--- config.mk ---
export PLATFORM = sky130hd
export DESIGN_NAME = ssd_status
export DESIGN_NICKNAME = d
export VERILOG_FILES = /design/src/logic/ssd_pkg.sv /design/src/logic/ssd_pin_sync.sv /design/src/logic/ssd_status.sv
export VERILOG_INCLUDE_DIRS = /design/src /design/src/logic
export SDC_FILE = /design/constraint.sdc
export NUM_CORES = 1
export LEC_CHECK = 0
export ABC_AREA = 1
export BUFFER_PORTS_ARGS = -buffer_cell sky130_fd_sc_hd__buf_2
export CAP_MARGIN = 20
export CORE_MARGIN = 2
export CORE_UTILIZATION = 50
export CTS_CLUSTER_SIZE = 10
export DETAILED_ROUTE_END_ITERATION = 8
export PLACE_DENSITY = 0.79
export SETUP_SLACK_MARGIN = 0.4
export SKIP_LAST_GASP = 1
export SLEW_MARGIN = 30
export SYNTH_ARGS = -nofsm -noshare
export SYNTH_HDL_FRONTEND = slang
export SYNTH_SLANG_ARGS = --single-unit
--- constraint.sdc ---
create_clock -name clk -period 1.76 [get_ports clk]
set_clock_uncertainty 0.2 [all_clocks]
set_input_delay 0.528 -clock clk [delete_from_list [all_inputs] [get_ports clk]]
set_output_delay 0.528 -clock clk [all_outputs]
set_load 0.01 [all_outputs]
--- src/logic/ssd_params.svh ---
`ifndef SSD_PARAMS_SVH
`define SSD_PARAMS_SVH

`define SSD_ADDR_W         4
`define SSD_OFF_REQUEST    4'h0
`define SSD_OFF_RESPONSE   4'h4
`define SSD_OFF_DETAIL     4'h8
`define SSD_OFF_COMMCFG    4'hC

`define SSD_RESP_OUT_EN    0
`define SSD_RESP_ACTUATOR  1
`define SSD_RESP_INPUTS    4
`define SSD_RESP_LIMIT     5
`define SSD_RESP_WARN      6
`define SSD_RESP_ERROR     7

`define SSD_DET_INPUT      4
`define SSD_DET_ACTUATOR   5
`define SSD_DET_INTERNAL   6
`define SSD_DET_COMM       7

`define SSD_REQ_RESET_BIT  7
`define SSD_REQ_RESET_VAL  8'h00
`define SSD_COMMCFG_RESET  1'h1

`define SSD_CLK_HZ         50000000
`define SSD_COMM_TMO_MS    100
`define SSD_COMM_TMO_CYC   ((`SSD_CLK_HZ / 1000) * `SSD_COMM_TMO_MS)

`define SSD_RESP_OKAY      2'h0
`define SSD_RESP_SLVERR    2'h2

`endif

--- src/logic/ssd_pkg.sv ---
`default_nettype none
package ssd_pkg;
	typedef struct packed {
		logic       safetyInputA;
		logic       safetyInputB;
		logic       actuatorPresent;
		logic       actuatorValid;
		logic       limitArea;
		logic [3:0] warnCause;
		logic [3:0] errCause;
		logic       inputFault;
		logic       actuatorFault;
		logic       internalFault;
	} ssd_pins_t;

	typedef struct packed {
		logic safetyOutputA;
		logic safetyOutputB;
	} ssd_outs_t;
endpackage
`default_nettype wire

--- src/logic/ssd_pin_sync.sv ---
`default_nettype none
module ssd_pin_sync #(
	parameter int W = 14
) (
	input  wire logic         clk,
	input  wire logic         resetn,
	input  wire logic [W-1:0] din,
	output var  logic [W-1:0] dout
);
	logic [W-1:0] s1;
	logic [W-1:0] s2;
	logic [W-1:0] s3;
	logic [W-1:0] next_dout;

	// Accept a change only when the last two stages agree
	genvar i;
	generate
		for (i = 0; i < W; i++) begin : g_bit
			always_comb begin
				next_dout[i] = (s2[i] == s3[i]) ? s3[i] : dout[i];
			end
		end
	endgenerate

	always_ff @(posedge clk or negedge resetn) begin
		if (!resetn) begin
			s1   <= '0;
			s2   <= '0;
			s3   <= '0;
			dout <= '0;
		end else begin
			s1   <= din;
			s2   <= s1;
			s3   <= s2;
			dout <= next_dout;
		end
	end
endmodule
`default_nettype wire

--- src/logic/ssd_status.sv ---
// Summary of operation
// While warning or error shows, a detail byte names the fault cause.
// Every status, warning and error bit is active high.
// The gateway sends one request byte per sensor; only inbound byte. The code also accepts a COMMCFG write.
// Sensor offers a response byte and a warning/error detail byte.
// One detail bit reports gateway-to-sensor communication failure.
// Status bits combine independently; no fixed code per state.
// Response bit 0 outputs enabled, bit 1 recognised actuator present.
// Response bit 4 both inputs live, bit 5 limit area.
// Response bit 6 warning with delayed switch-off, bit 7 error. The code never drops the outputs on a warning.
// Latched error clears on request bit 7 falling or guard opening.
// Unassigned response bits read zero.
//
// The implementer's own choices: register access over AXI4-Lite and the address map.
`include "ssd_params.svh"
`default_nettype none
module ssd_status #(
	parameter int COMM_TIMEOUT_CYCLES = `SSD_COMM_TMO_CYC
) (
	input  wire logic              clk,
	input  wire logic              resetn,
	input  wire ssd_pkg::ssd_pins_t sensorPins,
	output var  ssd_pkg::ssd_outs_t safetyOutputs,
	input  wire logic [3:0]        s_axi_awaddr,
	input  wire logic              s_axi_awvalid,
	output var  logic              s_axi_awready,
	input  wire logic [31:0]       s_axi_wdata,
	input  wire logic [3:0]        s_axi_wstrb,
	input  wire logic              s_axi_wvalid,
	output var  logic              s_axi_wready,
	output var  logic [1:0]        s_axi_bresp,
	output var  logic              s_axi_bvalid,
	input  wire logic              s_axi_bready,
	input  wire logic [3:0]        s_axi_araddr,
	input  wire logic              s_axi_arvalid,
	output var  logic              s_axi_arready,
	output var  logic [31:0]       s_axi_rdata,
	output var  logic [1:0]        s_axi_rresp,
	output var  logic              s_axi_rvalid,
	input  wire logic              s_axi_rready
);
	ssd_pkg::ssd_pins_t pins;
	logic [15:0]        pinsVec;

	// Width follows the pin struct, all sixteen lines pass the synchroniser
	ssd_pin_sync #(.W(16)) u_sync (
		.clk    (clk),
		.resetn (resetn),
		.din    (sensorPins),
		.dout   (pinsVec)
	);
	assign pins = ssd_pkg::ssd_pins_t'(pinsVec);

	// Register index decode, shared by read and write paths
	function automatic logic [2:0] regSel(input logic [3:0] a);
		case (a)
			`SSD_OFF_REQUEST:  regSel = 3'h1;
			`SSD_OFF_RESPONSE: regSel = 3'h2;
			`SSD_OFF_DETAIL:   regSel = 3'h3;
			`SSD_OFF_COMMCFG:  regSel = 3'h4;
			default:           regSel = 3'h0;
		endcase
	endfunction

	logic [7:0]  request;
	logic [7:0]  response;
	logic [7:0]  detail;
	logic [5:0]  errLatch;
	logic        actPrev;
	logic        commFault;
	logic        commEnable;
	logic [31:0] commCnt;
	logic [7:0]  next_request;
	logic [7:0]  next_response;
	logic [7:0]  next_detail;
	logic [5:0]  next_errLatch;
	logic        next_actPrev;
	logic        next_commFault;
	logic        next_commEnable;
	logic [31:0] next_commCnt;
	ssd_pkg::ssd_outs_t next_outs;

	logic [3:0]  awAddr;
	logic        awHeld;
	logic [7:0]  wByte;
	logic        wLane0;
	logic        wHeld;
	logic [3:0]  next_awAddr;
	logic        next_awHeld;
	logic [7:0]  next_wByte;
	logic        next_wLane0;
	logic        next_wHeld;
	logic        next_awready;
	logic        next_wready;
	logic        next_bvalid;
	logic [1:0]  next_bresp;
	logic        next_arready;
	logic        next_rvalid;
	logic [31:0] next_rdata;
	logic [1:0]  next_rresp;
	logic        doWrite;
	logic        reqWrite;
	logic        cfgWrite;

	// Bus write path: address and data accepted in either order
	always_comb begin
		next_awHeld  = awHeld;
		next_awAddr  = awAddr;
		next_wHeld   = wHeld;
		next_wByte   = wByte;
		next_wLane0  = wLane0;
		next_bvalid  = s_axi_bvalid;
		next_bresp   = s_axi_bresp;
		if (s_axi_awvalid && s_axi_awready) begin
			next_awHeld = 1'b1;
			next_awAddr = s_axi_awaddr;
		end
		if (s_axi_wvalid && s_axi_wready) begin
			next_wHeld  = 1'b1;
			next_wByte  = s_axi_wdata[7:0];
			next_wLane0 = s_axi_wstrb[0];
		end
		if (s_axi_bvalid && s_axi_bready)
			next_bvalid = 1'b0;
		doWrite  = awHeld && wHeld && !s_axi_bvalid;
		reqWrite = doWrite && wLane0 && regSel(awAddr) == 3'h1;
		cfgWrite = doWrite && wLane0 && regSel(awAddr) == 3'h4;
		if (doWrite) begin
			next_awHeld = 1'b0;
			next_wHeld  = 1'b0;
			next_bvalid = 1'b1;
			next_bresp  = (regSel(awAddr) == 3'h0) ? `SSD_RESP_SLVERR : `SSD_RESP_OKAY;
		end
		next_awready = !next_awHeld;
		next_wready  = !next_wHeld;
	end

	// Bus read path: one cycle from address to data
	always_comb begin
		next_rvalid = s_axi_rvalid;
		next_rdata  = s_axi_rdata;
		next_rresp  = s_axi_rresp;
		if (s_axi_rvalid && s_axi_rready)
			next_rvalid = 1'b0;
		if (s_axi_arvalid && s_axi_arready) begin
			next_rvalid = 1'b1;
			next_rresp  = `SSD_RESP_OKAY;
			case (regSel(s_axi_araddr))
				3'h1:    next_rdata = {24'h000000, request};
				3'h2:    next_rdata = {24'h000000, response};
				3'h3:    next_rdata = {24'h000000, detail};
				3'h4:    next_rdata = {31'h00000000, commEnable};
				default: begin
					next_rdata = 32'h00000000;
					next_rresp = `SSD_RESP_SLVERR;
				end
			endcase
		end
		next_arready = !next_rvalid;
	end

	logic       inputsLive;
	logic       guardOpened;
	logic       reqResetEdge;
	logic [5:0] errCauseNow;
	logic       errAny;

	// Sensor state, error latch and communication watchdog
	always_comb begin
		next_request    = reqWrite ? wByte : request;
		next_commEnable = cfgWrite ? wByte[0] : commEnable;
		next_actPrev    = pins.actuatorPresent;
		inputsLive      = pins.safetyInputA && pins.safetyInputB;
		guardOpened     = actPrev && !pins.actuatorPresent;
		reqResetEdge    = reqWrite && request[`SSD_REQ_RESET_BIT] && !wByte[`SSD_REQ_RESET_BIT];
		errCauseNow     = {pins.internalFault, pins.actuatorFault, pins.errCause};
		// Set wins: a cause still present keeps its bit latched
		next_errLatch   = errCauseNow |
			(errLatch & ~((reqResetEdge || guardOpened) ? 6'h3F : 6'h00));
		errAny          = |next_errLatch;
		// Watchdog on request traffic stands for the gateway link check
		next_commCnt    = commCnt;
		next_commFault  = commFault;
		if (reqWrite || !commEnable) begin
			next_commCnt   = 32'h00000000;
			next_commFault = 1'b0;
		end else if (commCnt >= 32'(COMM_TIMEOUT_CYCLES - 1)) begin
			next_commFault = 1'b1;
		end else begin
			next_commCnt = commCnt + 32'h00000001;
		end
		// Outputs hold their state through a link fault; errors, dead inputs or an invalid actuator drop them
		next_outs.safetyOutputA = inputsLive && pins.actuatorValid && !errAny;
		next_outs.safetyOutputB = next_outs.safetyOutputA;
		next_response = 8'h00;
		next_response[`SSD_RESP_OUT_EN]   = next_outs.safetyOutputA;
		next_response[`SSD_RESP_ACTUATOR] = pins.actuatorValid;
		next_response[`SSD_RESP_INPUTS]   = inputsLive;
		next_response[`SSD_RESP_LIMIT]    = pins.limitArea;
		next_response[`SSD_RESP_WARN]     = |pins.warnCause;
		next_response[`SSD_RESP_ERROR]    = errAny;
		next_detail = 8'h00;
		if (|pins.warnCause)
			next_detail[3:0] = pins.warnCause;
		if (errAny) begin
			next_detail[3:0] = next_detail[3:0] | next_errLatch[3:0];
			next_detail[`SSD_DET_ACTUATOR] = next_errLatch[4];
			next_detail[`SSD_DET_INTERNAL] = next_errLatch[5];
		end
		next_detail[`SSD_DET_INPUT] = pins.inputFault;
		next_detail[`SSD_DET_COMM]  = next_commFault;
	end

	always_ff @(posedge clk or negedge resetn) begin
		if (!resetn) begin
			awHeld        <= 1'b0;
			awAddr        <= 4'h0;
			wHeld         <= 1'b0;
			wByte         <= 8'h00;
			wLane0        <= 1'b0;
			s_axi_awready <= 1'b1;
			s_axi_wready  <= 1'b1;
			s_axi_bvalid  <= 1'b0;
			s_axi_bresp   <= `SSD_RESP_OKAY;
			s_axi_arready <= 1'b1;
			s_axi_rvalid  <= 1'b0;
			s_axi_rdata   <= 32'h00000000;
			s_axi_rresp   <= `SSD_RESP_OKAY;
			request       <= `SSD_REQ_RESET_VAL;
			response      <= 8'h00;
			detail        <= 8'h00;
			errLatch      <= 6'h00;
			actPrev       <= 1'b0;
			commFault     <= 1'b0;
			commEnable    <= `SSD_COMMCFG_RESET;
			commCnt       <= 32'h00000000;
			safetyOutputs <= '0;
		end else begin
			awHeld        <= next_awHeld;
			awAddr        <= next_awAddr;
			wHeld         <= next_wHeld;
			wByte         <= next_wByte;
			wLane0        <= next_wLane0;
			s_axi_awready <= next_awready;
			s_axi_wready  <= next_wready;
			s_axi_bvalid  <= next_bvalid;
			s_axi_bresp   <= next_bresp;
			s_axi_arready <= next_arready;
			s_axi_rvalid  <= next_rvalid;
			s_axi_rdata   <= next_rdata;
			s_axi_rresp   <= next_rresp;
			request       <= next_request;
			response      <= next_response;
			detail        <= next_detail;
			errLatch      <= next_errLatch;
			actPrev       <= next_actPrev;
			commFault     <= next_commFault;
			commEnable    <= next_commEnable;
			commCnt       <= next_commCnt;
			safetyOutputs <= next_outs;
		end
	end
endmodule
`default_nettype wire

==> impl_metrics.csv, run 1 <==
group,metric,value,unit
global_routing,grt_pass1_wl,22400,um
clock_network,clockBufferDepth,2,
clock_network,clkLatencyLatePin,0.43,ns
floorplanning,dieArea,13600,sq um
floorplanning,fp.dieW,117,um
sta,period_share,102,%
layout,fin_area,8380,sq um
synthesis,synth_largest_area_cell,"dfrtp_1",
synthesis,yosys_warnings,0,
critical_path,path_cells,"inv_2, nand3_4, nor2_4, nand3_4, nand3_4, nand2_4, nor2_4, nand3_2, nor2_1",
route,wl,14600,um
clock_network,htreeDepth,4,
route,wl_met1,6130,um
clock_network,cts-root-buf,"clkbuf_16",
layout,layout.nets,861,
sta,hold_violations,0,
route,dr.pass1.iters,4,
global_routing,grt_start_max_net_pins,32,
sta,period_needed,1.80,ns
placement,dp_cells,901,
sta,setup_viol,14,
route,met2WireLength,7350,um
floorplanning,core_region_area,12500,sq um
floorplanning,initial_core_util,50.7,%
synthesis,synthArstFlopShare,100,%
power_and_ir_drop,power_density,1120,nW/um^2
placement,io_buffer_count,56,
power_and_ir_drop,leakage,4.01,nW
min_path,hold_class,"in -> reg",
status,outcome,"complete, but fails checks",
sta,clock.fmax,555,MHz
clock_network,cts_tree,"done",
route,via_count,4923,
clock_network,numCtsBuffers,17,
critical_path,end_kind,"flip-flop",
layout,syn_to_final_growth,32.0,%
sta,tightest_slew,0.603,ns
placement,place.gp.congestion,0.855,
status,violations,"negative setup slack",
sta,drv_slew,0,
critical_path,crit_path_frequent_cell,"nand3_4",
floorplanning,ios,110,
global_routing,track_usage,21.6,%
floorplanning,die_h,117,um
critical_path,max_stage_delay,0.40,ns
synthesis,ys_ff_latch,156,
global_routing,antenna_found_initial,1,
placement,placed_cell_area,7060,sq um
power_and_ir_drop,ir_drop,706,uV
clock_network,clk_pin_slew_worst_paths,0.07,ns
job,maxCapViolCount,0,
critical_path,slowest_stage,"dfrtp_1",
synthesis,synth_seq_area_share,61.6,%
layout,layout-drive-gt1-share,27.7,%
route,wl_per_cell,14.9,um
layout,stdcell_count,979,
synthesis,synthFlopType,"dfrtp_1",
sta,rsz0062_at_grt,"yes",
critical_path,required,1.91,ns
route,routed-wl-met3,769,um
synthesis,synth-edff-count,0,
critical_path,crit_type,"reg -> reg",
synthesis,synth_cells,656,
global_routing,grt_overflow,0,
critical_path,critical_path_arrival,1.96,ns
synthesis,yosysUniqueCellTypes,31,
sta,setup_slack,-0.0421,ns
synthesis,ys_top_cells_by_area,"dfrtp_1 60%, nand2_1 10%, nand3_1 4.0%",
sta,slew_headroom,59.7,%
sta,setup_tns,-0.325,ns
route,vias_per_cell,5.03,
route,drc,0,
placement,hpwl,8960,um
route,drtIter0Drc,317,
critical_path,path_max_fanout,6,
synthesis,syn_avg_cell_area,9.68,sq um
route,ant_nets,0,
synthesis,synth_top_area_share,59.9,%
layout,utilization,66.9,%
floorplanning,std_cell_rows,41,
critical_path,start_kind,"flip-flop",
route,maxUsedRoutingLayer,"met4",
global_routing,grt_pass1_vias,4768,
synthesis,syn-cell-area,6350,sq um
clock_network,cts.sinks,156,
-- where the power goes --
group	internal (mW)	switching, mW
sequential	4.05	0.271
clock	1.88	1.63
combinational	0.673	0.900
total	6.60	2.80
-- path summary, 6_finish.rpt --
kind,startpoint,endpoint,slack [ns],cells after the start
worst max-delay path,s_axi_bvalid$_DFFE_PN0P_,response[0]$_DFF_PN0_,-0.04,9
worst min-delay path,sensorPins[0],u_sync.s1[0]$_DFF_PN0_,0.03,1
worst max register to register,s_axi_bvalid$_DFFE_PN0P_,response[0]$_DFF_PN0_,-0.04,9
worst min register to register,u_sync.s1[8]$_DFF_PN0_,u_sync.s2[8]$_DFF_PN0_,0.15,0
max in group asynchronous,resetn,s_axi_arready$_DFF_PN1_,0.46,3
min in group asynchronous,resetn,errLatch[5]$_DFF_PN0_,0.36,2
-- cell families (layout without fill, tap and decap cells) --
family          Yosys count  in the layout  synth area share, %
compound gates           37             37                 2.92
xor+xnor                 13             13                 1.79
simple gates            324            325                 22.2
fa+ha+maj                17             17                 2.72
buf+inv                 108            232                 8.69
flops                   156            156                 61.6
other cells               1             27               0.0591
-- what timing repair did --
action / CTS / global route
endpoints found under the setup margin: 71 / 116
hold buffers: 14 / 2
gates resized for setup: 36 / 50
hold endpoints to repair: 37 / 2
buffers inserted: 13 / 14
pin swaps: 14 / 19
gates cloned: 0 / 2
-- registers in the layout, summed over array words and instances (netlist names), 8 cells and up --
name and cells:
wByte 8, u_sync.s1 16, commCnt 32, u_sync.s3 16, u_sync.dout 16, s_axi_rdata 8
u_sync.s2 16, request 8
-- per-layer routing --
layer  vias to the layer above  GRT usage [%]
li1                       2296              -
met1                      2423           27.0
met2                       167           35.5
met3                        37           6.07
met4                         0           8.86
met5                         -              0
-- layout make-up --
cell class                 instances  area [sq um]
clock buffer                      17           425
clock inverter                    15           151
timing repair buffer             132          1060
inverter                          67           267
fill                             889          4140
antenna                            1          2.50
tap                              172           215
timing repair inverter             1          6.26
sequential                       156          3910
multi-input combinational        418          2340
-- cells in the mapped netlist (2+ instances only) --
master and n:
xor2_1 8, nand3_1 51, dfstp_2 4, nor3b_1 4, a21oi_1 7, nand4_1 14, xnor2_1 5, buf_2 3
nand2_4 2, nand2_2 5, dfrtp_1 152, buf_4 28, buf_6 5, maj3_1 16, nor3_1 4, inv_2 3
inv_1 64, nor2_1 61, o21ai_0 29, clkbuf_1 4, nor2_2 3, nand2_1 175
-- critical path, delay by kind of cell (launching register included) --
family	cells	cell delay, ns
DFF	1	0.40
buffers and inverters	1	0.08
and+or+nand+nor	8	1.04
-- layout by cell type (no fill, tap or decap), types with 17 or more instances in the layout --
cell type	count
inv_1	57
buf_4	44
buf_6	17
clkbuf_16	17
buf_2	47
nand3_1	32
dfrtp_1	148
nor2_1	54
conb_1	26
nand2_1	164
-- per-stage QoR --
stage	worst slack (ns)	hold slack, ns	power (mW)
floorplan	-0.0265	0.0324	4.98
global placement	-0.00135	0.132	5.33
detailed placement	-0.0493	0.135	5.40
CTS	-0.0374	0.000380	9.11
global route	-0.158	0.0100	9.82
finish	-0.0421	0.0265	9.40
(Power assumes the default switching activity.)
==> run 2: changes to the inputs <==
Settings changed: GPL_TIMING_DRIVEN set to 0.
==> run 2 against run 1 <==
Effect of this change:
- the run ends with negative hold slack, negative setup slack left
- largest cell class unchanged
- utilization rose by 3.9 points
- register-to-register slack got worse by 0.13 ns
- sequential share of layout area decreased by 2.5 points
- maximum frequency down 6.5%
- flip-flop and latch count did not move
- clock-buffer cell count up 1
- via count rose by 5.9%
- critical path depth unchanged
- clock power rose by 8.3%
==> impl_metrics.csv, run 2 (same netlist as run 1, synthesis figures left out) <==
group,metric,value,unit
global_routing,grt_overflow,0,
layout,layout.nets,897,
critical_path,path_max_fanout,6,
clock_network,clkLatencyLatePin,0.43,ns
route,wl_per_cell,16.3,um
critical_path,slowest_stage,"dfrtp_1",
clock_network,cts.sinks,156,
floorplanning,core_region_area,12500,sq um
layout,final_common_cell,"nand2_1",
floorplanning,fp.dieW,117,um
sta,setup_viol,40,
global_routing,track_usage,22.6,%
clock_network,postCtsHoldBufs,16,
critical_path,cp_top_family,"simple AND/OR/NAND/NOR gates",
critical_path,crit_path_frequent_cell,"nand3_4",
route,drc,0,
layout,layout-drive-gt1-share,34.8,%
critical_path,critPathBufInv,1,
sta,drv_slew,0,
global_routing,grt_pass1_vias,4935,
job,maxCapViolCount,0,
layout,regMostFlops,"commCnt",
placement,io_buffer_count,56,
clock_network,cts-root-buf,"clkbuf_16",
route,via_count,5215,
critical_path,crit_type,"reg -> reg",
sta,whs,-0.113,ns
status,violations,"negative hold slack, negative setup slack",
min_path,hold_class,"in -> async",
placement,pre_cts_slack,-0.297,ns
power_and_ir_drop,total_power,10.1,mW
clock_network,clk_pin_slew_worst_paths,0.07,ns
sta,rsz0062_at_grt,"yes",
sta,setup_slack,-0.167,ns
power_and_ir_drop,power_density,1140,nW/um^2
global_routing,grt_start_max_net_pins,93,
layout,final_cell_mix,"154 x nand2_1, 145 x dfrtp_1, 65 x buf_4",
clock_network,cts_tree,"done",
floorplanning,std_cell_rows,41,
layout,fin_area,8860,sq um
clock_network,numCtsBuffers,17,
critical_path,end_kind,"flip-flop",
critical_path,start_kind,"flip-flop",
clock_network,htreeDepth,4,
critical_path,path_cells,"nand3_4, nor2_4, buf_6, nand3_4, nand3_4, nand2_2, nor2_2, nand3_2, nor2_2",
route,drtIter0Drc,645,
sta,period_needed,1.93,ns
sta,slew_headroom,54.2,%
route,wl,16600,um
floorplanning,ios,110,
power_and_ir_drop,leakage,4.28,nW
global_routing,antenna_found_initial,1,
route,dr.pass1.iters,5,
placement,place.gp.congestion,0.868,
floorplanning,dieArea,13600,sq um
critical_path,max_stage_delay,0.46,ns
sta,period_share,109,%
power_and_ir_drop,ir_drop,745,uV
sta,setup_tns,-2.97,ns
sta,clock.fmax,519,MHz
clock_network,clockBufferDepth,2,
route,ant_nets,0,
critical_path,critical_path_arrival,2.09,ns
layout,largest_reg_flops,32,
status,outcome,"complete, but fails checks",
global_routing,grt_pass1_wl,23300,um
route,vias_per_cell,5.13,
placement,hpwl,8520,um
layout,syn_to_final_growth,39.6,%
floorplanning,initial_core_util,50.7,%
placement,placed_cell_area,7120,sq um
critical_path,required,1.92,ns
floorplanning,die_h,117,um
sta,hold_violations,87,
sta,tightest_slew,0.687,ns
[run 2: cell count changes in the layout (fill, tap and decap cells not counted), sizes merged]
cell and change:
clkbuf +5, inv -3, nand2 -1, buf +34
bufinv +2, diode +1, clkinvlp -1
[run 2: path summary, 6_finish.rpt]
kind                                               from                       to  slack [ns]  cells past startpoint
worst max register to register         awHeld$_DFF_PN0_    response[0]$_DFF_PN0_       -0.17                      9
max in group asynchronous                        resetn   commCnt[6]$_DFFE_PN0P_        0.71                      2
worst min register to register  u_sync.s1[10]$_DFF_PN0_  u_sync.s2[10]$_DFF_PN0_        0.15                      0
min in group clk                         s_axi_wdata[6]     wByte[6]$_DFFE_PN0P_        0.09                      3
worst max-delay path                   awHeld$_DFF_PN0_    response[0]$_DFF_PN0_       -0.17                      9
worst min-delay path                             resetn   u_sync.s1[4]$_DFF_PN0_       -0.11                      1
[run 2: layout make-up]
| cell class | instances | area [sq um] |
|---|---|---|
| diodes | 2 | 5.00 |
| plain buffers | 41 | 372 |
| clock buffers | 18 | 439 |
| clock inverters | 14 | 180 |
| fillers | 827 | 3660 |
| inverters | 67 | 264 |
| multi-input cells | 417 | 2400 |
| flip-flops and latches | 156 | 3920 |
| well taps | 172 | 215 |
| repair buffers | 129 | 1070 |
[run 2: metrics by stage]
step | instances | hold WS, ns | utilization, %
5_1_grt | 1015 | -0.0481 | 70.8
2_1_floorplan | 681 | 0.0324 | -
3_5_place_dp | 910 | 0.135 | 56.9
4_1_cts | 984 | -0.0773 | 66.3
3_3_place_gp | 909 | 0.132 | 56.6
6_report | 1016 | -0.113 | 70.8
[run 2: power by group]
part / internal [mW] / total (mW) / switching (mW)
sequential: 4.05 / 4.38 / 0.333
clock: 2.19 / 3.80 / 1.61
combinational: 0.871 / 1.89 / 1.02
total: 7.11 / 10.1 / 2.96
[run 2: what timing repair did]
item | CTS | global route
setup buffers | 24 | 29
pin swaps | 11 | 22
resized for setup | 43 | 92
endpoints found under the setup margin | 84 | 85
endpoints found under the hold margin | 103 | 73
gates cloned | 2 | 1
[run 2: metal layers]
layer	global-route usage [%]	part of all wire [%]	vias to the layer above
met5	0	0	-
met4	11.5	4.1	0
met3	6.49	6.4	63
met2	36.4	51	257
met1	28.0	38	2521
li1	-	-	2374
